$ cat src/fbo_pkg.sv
// package: constants and carrier types for the flash bus controller
package fbo_pkg;
    // ======================================================
    // bus geometry
    localparam int ADDR_W = 21;           // address inputs
    localparam int DATA_W = 8;            // byte-wide data bus
    localparam int SECT_LSB = 16;         // lowest sector-select address bit
    localparam int BIT_SIX = 6;           // protect/unprotect select bit
    localparam int BIT_ONE = 1;           // must be high for protect ops
    localparam int BIT_ZERO = 0;          // must be low for protect ops
    // ======================================================
    // timing (200 MHz reference)
    localparam int CLK_PS = 5000;         // clock period in ps
    localparam int ACC_NS = 70;           // access time, least wait before sampling
    localparam int WP_NS = 35;            // write pulse width
    localparam int RP_NS = 500;           // reset pulse width
    localparam int RH_NS = 50;            // reset recovery before first access
    localparam int ACC_CYC = (ACC_NS * 1000 + CLK_PS - 1) / CLK_PS;
    localparam int WP_CYC = (WP_NS * 1000 + CLK_PS - 1) / CLK_PS;
    localparam int RP_CYC = (RP_NS * 1000 + CLK_PS - 1) / CLK_PS;
    localparam int RH_CYC = (RH_NS * 1000 + CLK_PS - 1) / CLK_PS;
    localparam int CNT_W = 8;             // width of the phase counter
    // ======================================================
    // request kinds
    typedef enum logic [2:0]
    {
        FBO_OP_READ = 3'h0,               // array / autoselect / status read
        FBO_OP_WRITE = 3'h1,              // command write cycle
        FBO_OP_RESET = 3'h2,              // hardware reset pulse
        FBO_OP_PROTECT = 3'h3,            // sector protect (high-voltage reset)
        FBO_OP_UNPROTECT = 3'h4           // sector unprotect
    } fbo_op_t;
    // request carrier
    typedef struct packed
    {
        fbo_op_t op;                      // operation kind
        logic [ADDR_W-1:0] addr;          // byte address or sector address
        logic [DATA_W-1:0] data;          // write data
    } fbo_req_t;
    // pin carrier toward the device
    typedef struct packed
    {
        logic chip_sel_n;                 // chip select, low active
        logic out_en_n;                   // output enable, low active
        logic write_en_n;                 // write enable, low active
        logic reset_n;                    // hardware reset, low active
        logic high_voltage_level;         // request reset pin at high voltage
        logic [ADDR_W-1:0] addr_in;       // address pins
    } fbo_pins_t;
    // ======================================================
    // controller states, gray along idle-setup-strobe-hold
    typedef enum logic [2:0]
    {
        FBO_IDLE = 3'b000,                // bus idle, all strobes high
        FBO_SETUP = 3'b001,               // address and data settle
        FBO_STROBE = 3'b011,              // strobes active
        FBO_HOLD = 3'b010,                // strobes released
        FBO_RST = 3'b110                  // reset pin held low / recovery
    } fbo_state_t;
endpackage

$ cat src/fbo_host.sv
// module: host-side controller driving the parallel flash pins
`timescale 1ns/10ps
// Function
// read: select and output enable low
// write enable high throughout reads
// write: select, write enable low
// output enable high releases data bus
// reset low floats device data
// device starts in array-read mode
// plain read returns stored byte
// array-read holds until command written
// command register has no address
// each write latches command, address, data
// bypass program two writes, standard four
// erase sector, sector group, or chip
// upper address bits choose sector
// autoselect reads return identifier codes
// autoselect reads use normal read cycle
// busy reads return status bits
// protect: bit six low, high voltage
// unprotect: bit six high
// reset pulse aborts, floats, returns read
// sector address on highest bits
// twenty-one address, eight data lines
// address on fall, data on rise
module fbo_host
    import fbo_pkg::*;
#(
    parameter int ACC_CYCLES = ACC_CYC,   // read access wait
    parameter int WP_CYCLES = WP_CYC,     // write pulse width
    parameter int RP_CYCLES = RP_CYC,     // reset pulse width
    parameter int RH_CYCLES = RH_CYC      // recovery after reset
)
(
    input wire logic ref_clk,                  // 200 MHz clock
    input wire logic reset,                    // async reset, high active
    input wire logic req_valid,                // request offered
    output logic req_ready,                    // request taken this cycle
    input wire fbo_req_t req,                  // request contents
    output logic rsp_valid,                    // one-cycle completion pulse
    output logic [DATA_W-1:0] rsp_data,        // read byte
    output fbo_pins_t pins,                    // control and address pins
    output logic [DATA_W-1:0] byte_bus_out,    // data driven to device
    output logic byte_bus_oe,                  // high while host drives data
    input wire logic [DATA_W-1:0] byte_bus_in, // data pins as seen
    input wire logic operation_done_n          // device ready/busy pin
);
    // ======================================================
    // state
    fbo_state_t state, next_state;             // sequencer state
    fbo_req_t cur, next_cur;                   // request in flight
    logic [CNT_W-1:0] cnt, next_cnt;           // phase counter
    logic [DATA_W-1:0] next_rsp_data;          // captured read
    logic next_rsp_valid;                      // completion next
    fbo_pins_t next_pins;                      // pin values next
    logic [DATA_W-1:0] next_bus_out;           // write data next
    logic next_bus_oe;                         // data drive next
    logic [DATA_W-1:0] din_s1, din_s2;         // data pin synchroniser
    logic busy_s1, busy_s2;                    // ready/busy synchroniser

    // is this a write-type access
    function automatic logic is_write(input fbo_op_t op);
        is_write = (op == FBO_OP_WRITE) || (op == FBO_OP_PROTECT) || (op == FBO_OP_UNPROTECT);
    endfunction

    // protect/unprotect address: sector bits kept, low select bits forced
    function automatic logic [ADDR_W-1:0] prot_addr(input fbo_req_t r);
        logic [ADDR_W-1:0] a;
        a = '0;
        a[ADDR_W-1:SECT_LSB] = r.addr[ADDR_W-1:SECT_LSB];
        a[BIT_SIX] = (r.op == FBO_OP_UNPROTECT);
        a[BIT_ONE] = 1'b1;
        a[BIT_ZERO] = 1'b0;
        prot_addr = a;
    endfunction

    // request taken only when idle
    assign req_ready = (state == FBO_IDLE);

    // ======================================================
    // input synchronisers
    always_ff @(posedge ref_clk or posedge reset)
    begin
        if (reset)
        begin
            din_s1 <= 8'h00;
            din_s2 <= 8'h00;
            busy_s1 <= 1'b1;
            busy_s2 <= 1'b1;
        end
        else
        begin
            din_s1 <= byte_bus_in;
            din_s2 <= din_s1;
            busy_s1 <= operation_done_n;
            busy_s2 <= busy_s1;
        end
    end

    // ======================================================
    // sequencer next values
    always_comb
    begin
        next_state = state;
        next_cur = cur;
        next_cnt = cnt;
        next_rsp_valid = 1'b0;
        next_rsp_data = rsp_data;
        next_pins = pins;
        next_bus_out = byte_bus_out;
        next_bus_oe = byte_bus_oe;
        case (state)
            FBO_IDLE:
            begin
                // strobes high, bus released
                next_pins.chip_sel_n = 1'b1;
                next_pins.out_en_n = 1'b1;
                next_pins.write_en_n = 1'b1;
                next_pins.reset_n = 1'b1;
                next_pins.high_voltage_level = 1'b0;
                next_bus_oe = 1'b0;
                if (req_valid)
                begin
                    next_cur = req;
                    next_cnt = '0;
                    if (req.op == FBO_OP_RESET)
                    begin
                        // reset pulse: all strobes don't care, held high
                        next_pins.reset_n = 1'b0;
                        next_state = FBO_RST;
                    end
                    else
                    begin
                        // address settles first; it is latched on the later fall
                        next_pins.addr_in = (req.op == FBO_OP_PROTECT
                            || req.op == FBO_OP_UNPROTECT) ? prot_addr(req) : req.addr;
                        next_pins.high_voltage_level = (req.op == FBO_OP_PROTECT
                            || req.op == FBO_OP_UNPROTECT);
                        next_bus_out = req.data;
                        next_bus_oe = is_write(req.op);
                        next_state = FBO_SETUP;
                    end
                end
            end
            FBO_SETUP:
            begin
                // assert strobes
                next_pins.chip_sel_n = 1'b0;
                if (is_write(cur.op))
                begin
                    next_pins.write_en_n = 1'b0;
                    next_pins.out_en_n = 1'b1;
                end
                else
                begin
                    next_pins.out_en_n = 1'b0;
                    next_pins.write_en_n = 1'b1;
                end
                next_state = FBO_STROBE;
            end
            FBO_STROBE:
            begin
                // hold strobe for access or pulse width
                next_cnt = cnt + 1'b1;
                if (is_write(cur.op) ? (cnt >= CNT_W'(WP_CYCLES))
                    : (cnt >= CNT_W'(ACC_CYCLES + 2)))
                begin
                    // data stays on the bus past the rising edge
                    next_pins.write_en_n = 1'b1;
                    next_pins.out_en_n = 1'b1;
                    next_pins.chip_sel_n = 1'b1;
                    if (!is_write(cur.op))
                    begin
                        next_rsp_data = din_s2;
                    end
                    next_state = FBO_HOLD;
                end
            end
            FBO_HOLD:
            begin
                // release data one cycle after strobes rise
                next_bus_oe = 1'b0;
                next_pins.high_voltage_level = 1'b0;
                next_rsp_valid = 1'b1;
                next_state = FBO_IDLE;
            end
            FBO_RST:
            begin
                // hold reset low, then wait recovery
                next_cnt = cnt + 1'b1;
                if (cnt == CNT_W'(RP_CYCLES - 1))
                begin
                    next_pins.reset_n = 1'b1;
                end
                if (cnt >= CNT_W'(RP_CYCLES + RH_CYCLES - 1))
                begin
                    next_rsp_valid = 1'b1;
                    next_state = FBO_IDLE;
                end
            end
            default:
            begin
                next_state = FBO_IDLE;
            end
        endcase
    end

    // ======================================================
    // sequencer registers
    always_ff @(posedge ref_clk or posedge reset)
    begin
        if (reset)
        begin
            state <= FBO_IDLE;
            cur <= '0;
            cnt <= '0;
            rsp_valid <= 1'b0;
            rsp_data <= 8'h00;
            pins <= '{chip_sel_n: 1'b1, out_en_n: 1'b1, write_en_n: 1'b1,
                      reset_n: 1'b1, high_voltage_level: 1'b0, addr_in: '0};
            byte_bus_out <= 8'h00;
            byte_bus_oe <= 1'b0;
        end
        else
        begin
            state <= next_state;
            cur <= next_cur;
            cnt <= next_cnt;
            rsp_valid <= next_rsp_valid;
            rsp_data <= next_rsp_data;
            pins <= next_pins;
            byte_bus_out <= next_bus_out;
            byte_bus_oe <= next_bus_oe;
        end
    end
endmodule // fbo_host

$ cat config.mk
export PLATFORM = sky130hd
export DESIGN_NAME = fbo_host
export DESIGN_NICKNAME = d
export VERILOG_FILES = /design/src/fbo_pkg.sv /design/src/fbo_host.sv
export SDC_FILE = /design/constraint.sdc
export NUM_CORES = 1
export LEC_CHECK = 0
export BUFFER_PORTS_ARGS = -buffer_cell sky130_fd_sc_hd__clkbuf_2
export CAP_MARGIN = 30
export CORE_ASPECT_RATIO = 0.6
export CORE_MARGIN = 2
export CORE_UTILIZATION = 49
export DETAILED_ROUTE_END_ITERATION = 12
export GPL_TIMING_DRIVEN = 1
export HOLD_SLACK_MARGIN = 0.02
export PLACE_DENSITY = 0.76
export SLEW_MARGIN = 0
export SYNTH_ARGS = -nofsm -noshare
export SYNTH_HDL_FRONTEND = slang
export SYNTH_SLANG_ARGS = --single-unit
$ cat constraint.sdc
create_clock -name ref_clk -period 4.02 [get_ports ref_clk]
set_input_delay 0 -clock ref_clk [delete_from_list [all_inputs] [get_ports ref_clk]]
set_output_delay 0 -clock ref_clk [all_outputs]
set_load 0.05 [all_outputs]
==> flow_summary.toml <==
[grt]
antenna_found_initial = 0
grt_pass1_vias = 2306
grt_util_all_layers_pct = 21.6
grt_max_degree = 42
grt_pass1_wl_mm = 11.5
grt_overflow = 0

[timing]
post-route-min-period_ps = 2320
skew_ps = 4.69
setup_viol = 0
setup_slack_ps = 1700
fmax_mhz = 432
max_slew_margin_pct = 35.8
finalHoldViolations = 0
fin_crit_sh_pct = 57.6
tightest_slew_ps = 958
slew_viol_final = 0
rsz0062_at_grt = "false"
tns_ps = 0

[run]
drv_cap = 0

[power]
comb_power_share_pct = 46.3
cellLeakagePower_nw = 2.04
p_int_mw = 1.87
power_frac_seq_pct = 35.5
p_per_area_mw_per_mm2 = 849
power_frac_clock_pct = 18.1
switching_share_pct = 46.7
p_switching_mw = 1.64
ir_worst_vdd_mv = 0.502

[critical_path]
crit_arrival_ps = 2590
crit_end = "pins[11]"
end_kind = "flop"
required_ps = 4290
reg2reg_from = "state[0]"
cp-start-kind = "flop"
cp_top_family = "simple AND/OR/NAND/NOR gates"
crit_buf_inv = 0
reg2reg_depth = 4
worstPathMaxFanout = 17
crit_path_start = "state[0]"
r2r-end = "pins[11]"
cp.depth = 4
slowest_delay_ps = 810
rrSetupSlack_ps = 1700
critPathSlowestCell = "nor3_2"
worstSetupPathType = "reg2reg"
path_cells = "nor3_4, nand2_2, nor3_2, a22o_1"

[clock_tree]
clock_sinks = 74
cts_setup_buffers = 0
clock-root-buffer = "clkbuf_8"
ctsResizeCount = 0
holdBufCountCts = 40
clk_latency_ps = 340
cts_buffer_depth = 2
clkTransAtPathRegs_ps = 80
htreeDepth = 3
cts_buffers = 9
cts_tree = "built"

[floorplan]
core_mm2 = 0.00606
io_pins = 89
initial_core_util_pct = 50.3
die-width_um = 106
die_area_mm2 = 0.00689
rows = 22
die_h_um = 65.1

[synth]
synth_top_flop_cell = "dfrtp_1"
synthArstFlopShare_pct = 100
avgSynthCellArea_um2 = 12.7
ys_seq_area_share_pct = 60.9
synth_cells = 240
yosys_warnings = 0
synth_nets = 287
ys_types = 41
synth_seq_cells = 74
synth-edff-count = 0
netlist_area_mm2 = 0.00305

[cells_and_area]
instances_no_fill = 458
areaGrowthSynthToFinish_pct = 36.1
layout-drive-gt1-share_pct = 36.9
layout.nets = 416
fin_util_pct = 68.5
diodes = 0

[placed_design]
dp_hpwl_mm = 4.24
place_inst = 402
io_buffer_count = 87
gp_congestion = 0.859
dp_slack_ps = 1760

[detailed_routing]
vias_per_cell = 5.15
ant_nets = 0
drc_errors = 0
drt-initial-drc-count = 108
first_pass_iters = 4
route.layer.met1.wl_mm = 3.16
routed.top_layer = "met4"
wl_met2_mm = 3.18
vias = 2359
routed-wl-met3_um = 476
drt-total-wl_mm = 6.86
wl_per_cell_um = 15.0

[worst_hold_path]
min_path_type = "in2reg"
hold_start = "req[14]"

[run_status]
status = "completed"
## power by group through the flow
stage	clock network [mW]	logic, mW	registers [mW]
floorplan	0	0.643	1.86
CTS	0.656	1.63	1.24
global route	0.692	1.73	1.29
finish	0.638	1.63	1.25
global placement	0	1.57	1.24
detailed placement	0	1.60	1.25
## worst min-delay path by stage
stage,to,depth (start not counted)
global placement,din_s1[7],1
CTS,pins[6],4
detailed placement,din_s1[4],1
floorplan,din_s1[0],0
finish,pins[6],4
global route,pins[6],4
## synthesized netlist by cell type, drive strengths merged (4+ instances only)
cell type	instances	area, um^2
inv	10	37.5
nand3	4	20.0
nor3	6	57.6
dfstp	4	105
a21oi	9	45.0
nand2	19	73.8
nand2b	5	31.3
nor2	16	60.1
dfrtp	70	1750
buf	7	66.3
mux2	22	267
xnor2	4	35.0
a22o	15	131
o21ai	13	65.1
clkbuf	4	15.0
## per-stage QoR
step / power (mW) / cell area [um^2] / hold slack, ps
after CTS: 3.53 / 4150 / 25.7
after floorplan: 2.50 / 3050 / 31.4
final: 3.52 / 4150 / 47.0
after detailed placement: 2.85 / 3520 / 110
after global routing: 3.72 / 4150 / 35.8
after global placement: 2.80 / 3520 / 108
## worst reg2reg max path: cells and delay by family (launching register included)
family             cells  cell delay [ps]
DFF                    1              630
AOI/OAI and AO/OA      1              300
and+or+nand+nor        3             1320
## layout by cell type (no fill, tap or decap), types with 3 or more instances in the layout
master / instances
dlygate4sd3_1: 40
a221oi_1: 3
dfrtp_1: 70
nor3_1: 3
a21oi_1: 9
nand3_1: 4
mux2i_1: 3
a22o_1: 15
inv_1: 9
xnor2_1: 4
clkbuf_8: 9
ha_1: 3
nor2b_1: 3
nand2b_1: 5
nand2_1: 18
dfstp_2: 4
nor2_1: 16
clkbuf_2: 87
mux2_4: 5
o21ai_0: 13
mux2_2: 17
## cell type report
class                      count  area, um^2
fill                         443        1910
timing repair buffer         129         851
sequential                    74        1860
clock inverter                 7         100
tap                           84         105
inverter                      10        37.5
multi-input combinational    145        1070
clock buffer                   9         124
## registers in the layout, indices dropped and copies added, names as in the netlist
register	cells
cnt	8
cur	3
byte_bus_out	8
rsp_data	8
rsp_valid	1
pins	26
byte_bus_oe	1
din_s1	8
din_s2	8
state	3
## metal layers
layer	track usage (%)	vias to the layer above
li1	-	1107
met1	29.4	1148
met2	33.2	98
met3	7.85	6
met4	5.92	0
met5	0	-
## kinds of logic after synthesis
family	after synthesis	share of synthesized area, %
compound gates	51	11.8
xor+xnor	4	1.15
fa+ha+maj	3	1.23
buf+inv	21	3.90
flops	74	60.9
mux	25	9.73
simple gates	62	11.2
Note: power is estimated with default switching activity, not from simulation.
